### config.mk
export PLATFORM = sky130hd
export DESIGN_NAME = cdam_top
export DESIGN_NICKNAME = d
export VERILOG_FILES = /design/src/design/cdam_mode_mask.v /design/src/design/cdam_alarm_status.v /design/src/design/cdam_top.v
export VERILOG_INCLUDE_DIRS = /design/src /design/src/design
export SDC_FILE = /design/constraint.sdc
export NUM_CORES = 1
export LEC_CHECK = 0
export BUFFER_PORTS_ARGS = -buffer_cell sky130_fd_sc_hd__buf_2
export CAP_MARGIN = 10
export CORE_UTILIZATION = 59
export CTS_CLUSTER_SIZE = 20
export DETAILED_ROUTE_END_ITERATION = 6
export PLACE_DENSITY = 0.9
export SLEW_MARGIN = 20
export SYNTH_ARGS = -nofsm -noshare
export SYNTH_HDL_FRONTEND = slang
export SYNTH_HIERARCHICAL = 1
export SYNTH_SLANG_ARGS = --single-unit
### constraint.sdc
create_clock -name clk_sys -period 7.9 [get_ports clk_sys]
set_input_delay 1.58 -clock clk_sys [delete_from_list [all_inputs] [get_ports clk_sys]]
set_output_delay 1.58 -clock clk_sys [all_outputs]
set_load 0.01 [all_outputs]
### src/design/cdam_map.vh
`ifndef CDAM_MAP_VH
`define CDAM_MAP_VH

// ----------------------------------------------------------------
// Register offsets
// ----------------------------------------------------------------
`define CDAM_OFF_STAT 8'h01
`define CDAM_OFF_GATE 8'h03
`define CDAM_OFF_PACE 8'h07
`define CDAM_OFF_SKIP 8'h08

// ----------------------------------------------------------------
// Reset values
// ----------------------------------------------------------------
`define CDAM_RST_STAT 8'h00
`define CDAM_RST_GATE 8'h00
`define CDAM_RST_PACE 8'h00
`define CDAM_RST_SKIP 8'h00
`define CDAM_RDATA_NONE 8'h00

// ----------------------------------------------------------------
// Input configurations and the bits each one implements
// ----------------------------------------------------------------
`define CDAM_MODE_0 2'h0
`define CDAM_MODE_1 2'h1
`define CDAM_MODE_2 2'h2
`define CDAM_MODE_3 2'h3
`define CDAM_LEGAL_M0 8'hff
`define CDAM_LEGAL_M1 8'hff
`define CDAM_LEGAL_M2 8'h8f
`define CDAM_LEGAL_M3 8'hbf

// ----------------------------------------------------------------
// Fields
// ----------------------------------------------------------------
`define CDAM_PACE_RATE_BIT 0
`define CDAM_PACE_LEGAL 8'h01
`define CDAM_READ_ZERO 12'h000
`define CDAM_SLOT_FIRST 3'h0

`endif

### src/design/cdam_mode_mask.v
`timescale 1ns/100ps
`include "cdam_map.vh"

module cdam_mode_mask (
  input wire [1:0] cfg_mode, // Input configuration
  output reg [7:0] legal_bits // Bits implemented in this mode
);

  // --------------------------------------------------------------
  // Implemented bits per configuration
  // --------------------------------------------------------------
  always @* begin
    case (cfg_mode)
      `CDAM_MODE_0: legal_bits = `CDAM_LEGAL_M0;
      `CDAM_MODE_1: legal_bits = `CDAM_LEGAL_M1;
      `CDAM_MODE_2: legal_bits = `CDAM_LEGAL_M2;
      default: legal_bits = `CDAM_LEGAL_M3;
    endcase
  end

endmodule

### src/design/cdam_alarm_status.v
`timescale 1ns/100ps
`include "cdam_map.vh"

module cdam_alarm_status (
  input wire clk_sys, // System clock
  input wire rst_b, // Synchronous reset, active low
  input wire ce, // Clock enable
  input wire [7:0] alarm_evt, // Limit exceeded, per slot
  input wire [7:0] legal_bits, // Implemented slots
  input wire [7:0] skip_bits, // Disabled slots
  input wire [7:0] gate_bits, // Interrupt mask
  input wire clr_all, // Return to reset value
  input wire clr_read, // Status read by host
  output reg [7:0] stat_r, // Sticky status
  output reg int_b_r // Interrupt, active low
);

  reg [7:0] stat_nxt;
  wire [7:0] evt_live;

  // Disabled channels raise nothing
  assign evt_live = alarm_evt & legal_bits & ~skip_bits;

  // --------------------------------------------------------------
  // Sticky status, set wins over clear
  // --------------------------------------------------------------
  always @* begin
    stat_nxt = stat_r;
    if (clr_all || clr_read) begin
      stat_nxt = `CDAM_RST_STAT;
    end
    stat_nxt = stat_nxt | evt_live;
  end

  always @(posedge clk_sys) begin
    if (!rst_b) begin
      stat_r <= `CDAM_RST_STAT;
      int_b_r <= 1'b1;
    end else if (ce) begin
      stat_r <= stat_nxt;
      // Masked bits stay recorded but do not pull the pin
      int_b_r <= ~|(stat_nxt & ~gate_bits & legal_bits);
    end
  end

endmodule

### src/design/cdam_top.v
`timescale 1ns/100ps
`include "cdam_map.vh"

module cdam_top (
  input wire clk_sys, // System clock, 250 MHz
  input wire rst_b, // Synchronous reset, active low
  input wire ce, // Clock enable, freezes all state when low
  input wire reg_wr, // Register write strobe
  input wire reg_rd, // Register read strobe
  input wire [7:0] reg_addr, // Register address
  input wire [7:0] reg_wdata, // Write data
  output reg [7:0] reg_rdata, // Read data, one cycle after strobe
  input wire run_bit, // Run bit of the configuration register
  input wire [1:0] cfg_mode, // Input configuration
  input wire [7:0] alarm_evt, // Limit exceeded pulses, per slot
  input wire conv_valid, // Conversion result valid
  input wire [2:0] conv_slot, // Slot of the result
  input wire [11:0] conv_data, // Conversion result
  output reg read_wr, // Reading register write pulse
  output reg [2:0] read_slot, // Reading register slot
  output reg [11:0] read_data, // Reading register data
  output reg readings_clr, // Clear all reading registers
  input wire seq_adv, // Sequencer done with current slot
  output reg [2:0] seq_slot, // Slot to convert next
  output reg seq_active, // A slot is presented
  output wire [7:0] chan_skip, // Disabled slots
  output wire [7:0] chan_gate, // Masked slots
  output wire rate_sel, // Conversion rate select
  output wire write_in_run, // Disable written while running
  output wire int_b // Interrupt output, active low
);

  // --------------------------------------------------------------
  // Sequencer states
  // --------------------------------------------------------------
  localparam [2:0] SQ_IDLE = 3'b001;
  localparam [2:0] SQ_LOAD = 3'b010;
  localparam [2:0] SQ_STEP = 3'b100;

  // --------------------------------------------------------------
  // Declarations
  // --------------------------------------------------------------
  reg [7:0] skip_r;
  reg [7:0] skip_nxt;
  reg [7:0] gate_r;
  reg [7:0] gate_nxt;
  reg [7:0] pace_r;
  reg [7:0] pace_nxt;
  reg [7:0] rdata_nxt;
  reg [2:0] sq_state_r;
  reg [2:0] sq_state_nxt;
  reg [2:0] seq_slot_nxt;
  reg seq_active_nxt;
  reg read_wr_nxt;
  reg [2:0] read_slot_nxt;
  reg [11:0] read_data_nxt;
  reg viol_r;
  wire [7:0] legal_bits;
  wire [7:0] stat_r;
  wire [7:0] live_bits;
  wire wr_skip;
  wire wr_gate;
  wire wr_pace;
  wire rd_stat;
  wire [3:0] first_live;
  wire [3:0] after_cur;

  // --------------------------------------------------------------
  // Helpers
  // --------------------------------------------------------------
  // Next enabled slot after cur, wrapping; msb set when none
  function [3:0] next_live;
    input [2:0] cur;
    input [7:0] live;
    integer i;
    reg [2:0] cand;
    reg [3:0] sum;
    reg found;
    begin
      next_live = 4'h8;
      found = 1'b0;
      cand = cur;
      for (i = 1; i <= 8; i = i + 1) begin
        // Four-bit sum, cut on purpose so the search wraps past seven
        sum = {1'b0, cur} + {1'b0, i[2:0]};
        cand = sum[2:0];
        if (!found && live[cand]) begin
          next_live = {1'b0, cand};
          found = 1'b1;
        end
      end
    end
  endfunction

  // Keep implemented bits only; others read as zero
  function [7:0] keep_legal;
    input [7:0] value;
    input [7:0] legal;
    begin
      keep_legal = value & legal;
    end
  endfunction

  // --------------------------------------------------------------
  // Submodules
  // --------------------------------------------------------------
  cdam_mode_mask u_mode_mask (
    .cfg_mode(cfg_mode),
    .legal_bits(legal_bits)
  );

  cdam_alarm_status u_alarm_status (
    .clk_sys(clk_sys),
    .rst_b(rst_b),
    .ce(ce),
    .alarm_evt(alarm_evt),
    .legal_bits(legal_bits),
    .skip_bits(chan_skip),
    .gate_bits(chan_gate),
    .clr_all(wr_skip),
    .clr_read(rd_stat),
    .stat_r(stat_r),
    .int_b_r(int_b)
  );

  // --------------------------------------------------------------
  // Address decode
  // --------------------------------------------------------------
  assign wr_skip = reg_wr && (reg_addr == `CDAM_OFF_SKIP);
  assign wr_gate = reg_wr && (reg_addr == `CDAM_OFF_GATE);
  assign wr_pace = reg_wr && (reg_addr == `CDAM_OFF_PACE);
  // A status read that meets a write leaves the status alone
  assign rd_stat = reg_rd && !reg_wr && (reg_addr == `CDAM_OFF_STAT);

  // Outputs seen by the rest of the device follow the live mode
  assign chan_skip = keep_legal(skip_r, legal_bits);
  assign chan_gate = keep_legal(gate_r, legal_bits);
  assign rate_sel = pace_r[`CDAM_PACE_RATE_BIT];
  assign live_bits = legal_bits & ~chan_skip;
  assign write_in_run = viol_r;

  // Search from slot seven so that slot zero is tried first
  assign first_live = next_live(3'h7, live_bits);
  assign after_cur = next_live(seq_slot, live_bits);

  // --------------------------------------------------------------
  // Register writes
  // --------------------------------------------------------------
  always @* begin
    skip_nxt = skip_r;
    gate_nxt = gate_r;
    pace_nxt = pace_r;
    if (wr_skip) begin
      // Reserved positions are not stored
      skip_nxt = keep_legal(reg_wdata, legal_bits);
    end
    if (wr_gate) begin
      gate_nxt = keep_legal(reg_wdata, legal_bits);
    end
    if (wr_pace) begin
      pace_nxt = reg_wdata & `CDAM_PACE_LEGAL;
    end
  end

  // --------------------------------------------------------------
  // Register reads
  // --------------------------------------------------------------
  always @* begin
    // Mask and disable views are masked to the live mode; status is read as stored and keeps bits set in an earlier mode
    rdata_nxt = `CDAM_RDATA_NONE;
    if (reg_addr == `CDAM_OFF_STAT) begin
      rdata_nxt = stat_r;
    end else if (reg_addr == `CDAM_OFF_GATE) begin
      rdata_nxt = chan_gate;
    end else if (reg_addr == `CDAM_OFF_PACE) begin
      rdata_nxt = pace_r;
    end else if (reg_addr == `CDAM_OFF_SKIP) begin
      rdata_nxt = chan_skip;
    end else begin
      rdata_nxt = `CDAM_RDATA_NONE;
    end
  end

  // --------------------------------------------------------------
  // Reading path
  // --------------------------------------------------------------
  // A disabled slot never carries a converted value to its reading
  // A result that meets a disable write is dropped; the clear wins
  always @* begin
    read_wr_nxt = 1'b0;
    read_slot_nxt = read_slot;
    read_data_nxt = read_data;
    if (conv_valid && legal_bits[conv_slot] && !wr_skip) begin
      read_wr_nxt = 1'b1;
      read_slot_nxt = conv_slot;
      if (chan_skip[conv_slot]) begin
        read_data_nxt = `CDAM_READ_ZERO;
      end else begin
        read_data_nxt = conv_data;
      end
    end
  end

  // --------------------------------------------------------------
  // Slot sequencer
  // --------------------------------------------------------------
  // Shutdown holds the sequencer idle; a disable write restarts it
  always @* begin
    sq_state_nxt = sq_state_r;
    seq_slot_nxt = seq_slot;
    seq_active_nxt = seq_active;
    case (sq_state_r)
      SQ_IDLE: begin
        seq_active_nxt = 1'b0;
        if (run_bit) begin
          sq_state_nxt = SQ_LOAD;
        end
      end
      SQ_LOAD: begin
        if (!run_bit || wr_skip) begin
          sq_state_nxt = SQ_IDLE;
          seq_active_nxt = 1'b0;
        end else if (!first_live[3]) begin
          seq_slot_nxt = first_live[2:0];
          seq_active_nxt = 1'b1;
          sq_state_nxt = SQ_STEP;
        end else begin
          seq_active_nxt = 1'b0;
        end
      end
      SQ_STEP: begin
        if (!run_bit || wr_skip) begin
          sq_state_nxt = SQ_IDLE;
          seq_active_nxt = 1'b0;
        end else if (!live_bits[seq_slot]) begin
          // Mode change removed the presented slot
          sq_state_nxt = SQ_LOAD;
          seq_active_nxt = 1'b0;
        end else if (seq_adv) begin
          seq_slot_nxt = after_cur[2:0];
        end
      end
      default: begin
        sq_state_nxt = SQ_IDLE;
        seq_active_nxt = 1'b0;
      end
    endcase
  end

  // --------------------------------------------------------------
  // State
  // --------------------------------------------------------------
  always @(posedge clk_sys) begin
    if (!rst_b) begin
      skip_r <= `CDAM_RST_SKIP;
      gate_r <= `CDAM_RST_GATE;
      pace_r <= `CDAM_RST_PACE;
      reg_rdata <= `CDAM_RDATA_NONE;
      readings_clr <= 1'b0;
      read_wr <= 1'b0;
      read_slot <= `CDAM_SLOT_FIRST;
      read_data <= `CDAM_READ_ZERO;
      sq_state_r <= SQ_IDLE;
      seq_slot <= `CDAM_SLOT_FIRST;
      seq_active <= 1'b0;
      viol_r <= 1'b0;
    end else if (ce) begin
      skip_r <= skip_nxt;
      gate_r <= gate_nxt;
      pace_r <= pace_nxt;
      // Read data stands until the next read strobe
      if (reg_rd) begin
        reg_rdata <= rdata_nxt;
      end
      // One-cycle pulse tells the reading store to clear
      readings_clr <= wr_skip;
      read_wr <= read_wr_nxt;
      read_slot <= read_slot_nxt;
      read_data <= wr_skip ? `CDAM_READ_ZERO : read_data_nxt;
      sq_state_r <= sq_state_nxt;
      seq_slot <= seq_slot_nxt;
      seq_active <= seq_active_nxt;
      // Write still taken; flag shows the host broke the shutdown rule
      viol_r <= wr_skip && run_bit;
    end
  end

endmodule

==> flow_metrics.tcl, run 1 <==
set metrics [dict create \
    status "completed" \
    m1WireLength_um 5000 \
    post-dp-hpwl_um 8760 \
    n_antenna_cell 0 \
    clk_pin_slew_ns 0.07 \
    setup-tns-final_ns 0 \
    finalClockSkew_ns 0.00747 \
    num_rows 29 \
    initial_core_util_pct 62.6 \
    synth_cells 470 \
    clk_path_buf_depth 2 \
    htreeDepth 3 \
    grt_pass1_wl_um 19400 \
    route.met3.wl_um 1000 \
    p_leak_nw 2.03 \
    synthAdderAreaFrac_pct 0.615 \
    yosys.area_share.simple_pct 27.4 \
    cp.arrival_ns 4.45 \
    core_region_area_um2 6490 \
    first_pass_iters 5 \
    synth_top_area_share_pct 29.0 \
    yosys.area.top_type "dfxtp_1" \
    fin_crit_ns 4.22 \
    synthToLayoutAreaGrowth_pct 16.0 \
    die-area_um2 7230 \
    overflow 0 \
    die_y_um 85.0 \
    synth_area_leaders "dfxtp_1, mux4_2, nor2_1" \
    viasPerCell 6.61 \
    async_flop_share_pct 0 \
    fin_nets 607 \
    routed.top_layer "met4" \
    clock_sinks 59 \
    drcViolationCount 0 \
    cts_tree "yes" \
    utilization_pct 72.6 \
    ys_ff_latch 59 \
    cts_setup_buffers 0 \
    drtIter0Drc 455 \
    synth_mux_area_share_pct 14.5 \
    yosys-top-cells-count "dfxtp_1, nor2_1, nand2_1, a21oi_1, nand3_1" \
    vdd_ir_drop_max_uv 145 \
    root_buffer "clkbuf_8" \
    drv_cap 0 \
    worst_slew_pin_slew_ns 0.831 \
    synth_compound_area_share_pct 21.2 \
    final_cells 638 \
    syn_area_per_cell_um2 8.66 \
    max_slew_margin_pct 44.4 \
    startpoint_type "input port" \
    crit_path_end_kind "flip-flop" \
    final_hold_viol_count 0 \
    drt.antenna.violating_nets 0 \
    fillers 502 \
    synth_top_family_by_area "simple AND/OR/NAND/NOR gates" \
    hold_buffers 0 \
    die_w_um 85.0 \
    synth_xor_area_share_pct 0.615 \
    fmax_mhz 237 \
    synthDistinctLibCells 81 \
    wl_met2_um 5910 \
    grt_pass1_vias 3928 \
    clk-insertion-delay-late_ns 0.34 \
    numCtsBuffers 9 \
    power.density_nw_per_um2 157 \
    detail_route.wl_per_cell_um 19.2 \
    rsz0062_at_grt "no" \
    hold_class "reg -> reg" \
    yosysWarnings 6 \
    cts_resized 0 \
    worstPathMaxFanout 18 \
    place.gp.congestion 0.922 \
    drive_above_1_share_pct 26.9 \
    worstSetupPathType "in -> reg" \
    io_buffers 96 \
    num_vias 4220 \
    postLayoutCellArea_um2 4720 \
    place_inst 622 \
    place_area_um2 4490 \
    slew_violations 0 \
    grt_usage_pct 34.3 \
    io_pins 97 \
    yosysMostFrequentCell "dfxtp_1" \
    fin_crit_sh_pct 53.4 \
    grt_max_degree 36 \
    synth_ff_type "dfxtp_1" \
    multi_input_area_um2 2630 \
    ys_seq_area_share_pct 29.0 \
    wirelength_um 12200 \
    antenna_found_initial 0 \
    netlist_area_um2 4070 \
    setup_viol 0 \
    regArea_um2 1180 \
    crit_required_ns 8.14 \
    synth_edf_count 0 \
]
==> worst paths after layout <==
check,to,slack (ns),from,cells past startpoint
max,seq_slot[1]$_SDFFE_PN0P_,3.69,cfg_mode[0],9
min,gate_r[0]$_SDFFE_PN0P_,0.47,gate_r[0]$_SDFFE_PN0P_,2
max reg2reg,seq_slot[1]$_SDFFE_PN0P_,4.63,seq_slot[1]$_SDFFE_PN0P_,9
min reg2reg,gate_r[0]$_SDFFE_PN0P_,0.47,gate_r[0]$_SDFFE_PN0P_,2
==> kinds of logic (layout without fill, tap and decap cells) <==
logic type | count (synthesis) | in the layout
mux | 38 | 38
simple gates | 204 | 204
other cells | 1 | 5
compound gates | 118 | 118
xor+xnor | 2 | 2
buf+inv | 46 | 133
fa+ha+maj | 2 | 2
flops | 59 | 59
==> critical path, cell delays in order <==
cell       delay (ns)
buf_2            0.07
nand2b_1         0.48
nor2b_1          0.51
mux2i_1          0.16
mux4_2           0.56
a221o_1          0.39
a2111oi_2        0.35
o31ai_1          0.12
a31o_1           0.22
==> sequential cells by signal, summed over array words and instances (netlist names) <==
name / cells
read_wr: 1
u_alarm_status/stat_r: 8
sq_state_r: 3
read_slot: 3
pace_r: 1
skip_r: 8
gate_r: 8
seq_active: 1
u_alarm_status/int_b_r: 1
reg_rdata: 8
read_data: 12
readings_clr: 1
seq_slot: 3
write_in_run: 1
==> final cells by class <==
class	count	area share, %
inverters	18	1.72
multi-input cells	369	55.8
clock buffers	9	2.63
well taps	77	2.04
clock inverters	7	2.12
flip-flops and latches	59	25.0
repair buffers	99	10.7
==> cell usage in the layout, fill, tap and decap left out, types with 7 or more instances in the layout <==
master / synthesis / layout
nor3_1: 9 / 9
mux2i_1: 16 / 16
nand2b_1: 17 / 17
nor2b_1: 18 / 18
and2_1: 13 / 13
inv_1: 14 / 14
nand3_1: 21 / 21
nor2_1: 44 / 44
mux4_2: 10 / 10
o2111ai_1: 7 / 7
dfxtp_1: 59 / 59
a21oi_1: 29 / 29
nand2_1: 40 / 40
buf_2: 4 / 96
clkbuf_8: 4 / 9
o21ai_0: 13 / 13
a22oi_1: 18 / 18
==> power breakdown <==
| group | leakage, nW | internal, mW | switching [mW] |
|---|---|---|---|
| Clock | 0.114 | 0.180 | 0.138 |
| Combinational | 1.44 | 0.0463 | 0.0622 |
| Sequential | 0.480 | 0.307 | 0.00718 |
| Total | 2.03 | 0.533 | 0.208 |
==> through the flow <==
| step | hold WS [ns] | setup slack (ns) | power, mW |
|---|---|---|---|
| finish | 0.475 | 3.69 | 0.741 |
| floorplan | 0.446 | 3.77 | 0.392 |
| CTS | 0.473 | 3.73 | 0.738 |
| global route | 0.488 | 3.50 | 0.765 |
| global placement | 0.454 | 3.47 | 0.422 |
| detailed placement | 0.458 | 3.37 | 0.425 |
==> routing by layer <==
| metal | up-vias | global-route usage [%] |
|---|---|---|
| met5 | - | 0 |
| met4 | 0 | 13.4 |
| li1 | 1931 | - |
| met2 | 249 | 58.2 |
| met1 | 2006 | 42.0 |
| met3 | 34 | 8.17 |
Power figures use the tool's default switching activity.
==> run 2: changes to the inputs <==
--- a/config.mk
+++ b/config.mk
@@ -8,10 +8,10 @@
 export LEC_CHECK = 0
 export BUFFER_PORTS_ARGS = -buffer_cell sky130_fd_sc_hd__buf_2
 export CAP_MARGIN = 10
-export CORE_UTILIZATION = 59
+export CORE_UTILIZATION = 55
 export CTS_CLUSTER_SIZE = 20
 export DETAILED_ROUTE_END_ITERATION = 6
-export PLACE_DENSITY = 0.9
+export PLACE_DENSITY = 0.85
 export SLEW_MARGIN = 20
 export SYNTH_ARGS = -nofsm -noshare
 export SYNTH_HDL_FRONTEND = slang
==> constraint.sdc (replaced) <==
create_clock -name clk_sys -period 3.92 [get_ports clk_sys]
set_input_delay 0.784 -clock clk_sys [delete_from_list [all_inputs] [get_ports clk_sys]]
set_output_delay 0.784 -clock clk_sys [all_outputs]
set_load 0.01 [all_outputs]
==> flow_metrics.tcl, run 2 (synthesis results as in run 1) <==
set metrics [dict create \
    min_path_cells 2 \
    grt_pass1_wl_um 18900 \
    drt.antenna.violating_nets 0 \
    hold_buffers 0 \
    num_rows 30 \
    finalClockSkew_ns 0.0107 \
    vdd_ir_drop_max_uv 261 \
    most-common-layout-cells "buf_2, dfxtp_1, nor2_1" \
    place.gp.congestion 0.927 \
    dp_slack_ns 0.583 \
    fmax_mhz 320 \
    drtIter0Drc 263 \
    hold_class "reg -> reg" \
    numCtsBuffers 9 \
    die_y_um 88.0 \
    fin_crit_sh_pct 79.6 \
    die_w_um 88.0 \
    worstSetupPathType "reg -> reg" \
    final_common_cell "buf_2" \
    max_slew_margin_pct 42.1 \
    status "completed" \
    htreeDepth 3 \
    synthToLayoutAreaGrowth_pct 17.7 \
    wirelength_um 12100 \
    worst_slew_pin_slew_ns 0.860 \
    grt_pass1_vias 3861 \
    n_antenna_cell 0 \
    setup-tns-final_ns 0 \
    utilization_pct 68.6 \
    num_vias 4181 \
    power.density_nw_per_um2 323 \
    overflow 0 \
    final_hold_viol_count 0 \
    crit_path_end_kind "flip-flop" \
    startpoint_type "flip-flop" \
    ff2ff_path_depth 9 \
    cts_setup_buffers 0 \
    grt_usage_pct 32.1 \
    detail_route.wl_per_cell_um 18.3 \
    drive_above_1_share_pct 27.1 \
    drcViolationCount 0 \
    cts_resized 0 \
    worstPathMaxFanout 12 \
    cts_tree "yes" \
    clk_path_buf_depth 2 \
    fin_crit_ns 3.12 \
    slew_violations 0 \
    clk-insertion-delay-late_ns 0.35 \
    clk_pin_slew_ns 0.07 \
    first_pass_iters 7 \
    largest_register_ffs 12 \
    post-dp-hpwl_um 8950 \
    clock_sinks 59 \
    p_leak_nw 2.05 \
    io_buffers 96 \
    root_buffer "clkbuf_8" \
    cp.arrival_ns 3.37 \
    initial_core_util_pct 58.3 \
    regMostFlops "read_data" \
    drv_cap 0 \
    grt_max_degree 27 \
    die-area_um2 7750 \
    io_pins 97 \
    core_region_area_um2 6980 \
    crit_required_ns 4.17 \
    rsz0062_at_grt "no" \
    setup_slack_ns 0.800 \
    viasPerCell 6.33 \
    setup_viol 0 \
    antenna_found_initial 0 \
    fin_nets 611 \
]
[run 2: cell types whose count changed in the layout (fill, tap and decap cells not counted)]
cell,previous run,this run
buf_4,3,7
bufinv_16,2,3
clkbuf_1,0,2
clkbuf_8,9,10
clkinv_2,1,0
clkinv_4,3,0
clkinvlp_4,0,1
inv_6,1,0
[run 2: worst paths after layout]
| check | from | to | slack [ns] |
|---|---|---|---|
| min reg2reg | gate_r[0]$_SDFFE_PN0P_ | gate_r[0]$_SDFFE_PN0P_ | 0.47 |
| min | gate_r[0]$_SDFFE_PN0P_ | gate_r[0]$_SDFFE_PN0P_ | 0.47 |
| max | seq_slot[0]$_SDFFE_PN0P_ | seq_slot[1]$_SDFFE_PN0P_ | 0.80 |
| max reg2reg | seq_slot[0]$_SDFFE_PN0P_ | seq_slot[1]$_SDFFE_PN0P_ | 0.80 |
[run 2: per-stage QoR]
step	cell area, µm²	hold WS (ns)	power (mW)	std cells
global placement	4550	0.454	0.851	645
CTS	4790	0.469	1.54	661
global route	4790	0.492	1.59	661
floorplan	4080	0.446	0.789	474
finish	4790	0.468	1.55	661
detailed placement	4550	0.458	0.857	645
[run 2: area by class of cell]
class / instances / area [µm²]
clock inverter: 4 / 97.6
timing repair buffer: 103 / 533
clock buffer: 12 / 145
fill: 578 / 2190
tap: 96 / 120
inverter: 18 / 81.3
sequential: 59 / 1180
multi-input combinational: 369 / 2630
[run 2: metal layers]
metal  up-vias  GRT usage (%)  routed length (µm)
li1       1932              -                   -
met1      1962           39.2                4890
met2       235           53.9                5840
met3        52           5.66                 860
met4         0           17.7                 535
met5         -              0                   0
[run 2: worst max-delay path, cell delays in order, from the launching register on]
cell       delay, ns
dfxtp_1         0.60
inv_2           0.21
ha_1            0.30
xor2_2          0.31
inv_2           0.07
mux4_2          0.48
a221o_1         0.35
a2111oi_2       0.35
o31ai_1         0.12
a31o_1          0.22
[run 2: power breakdown]
group          total, mW  internal, mW  switching, mW
logic              0.219        0.0941          0.125
clock network      0.691         0.440          0.251
registers          0.634         0.620         0.0146
total               1.55          1.15          0.391
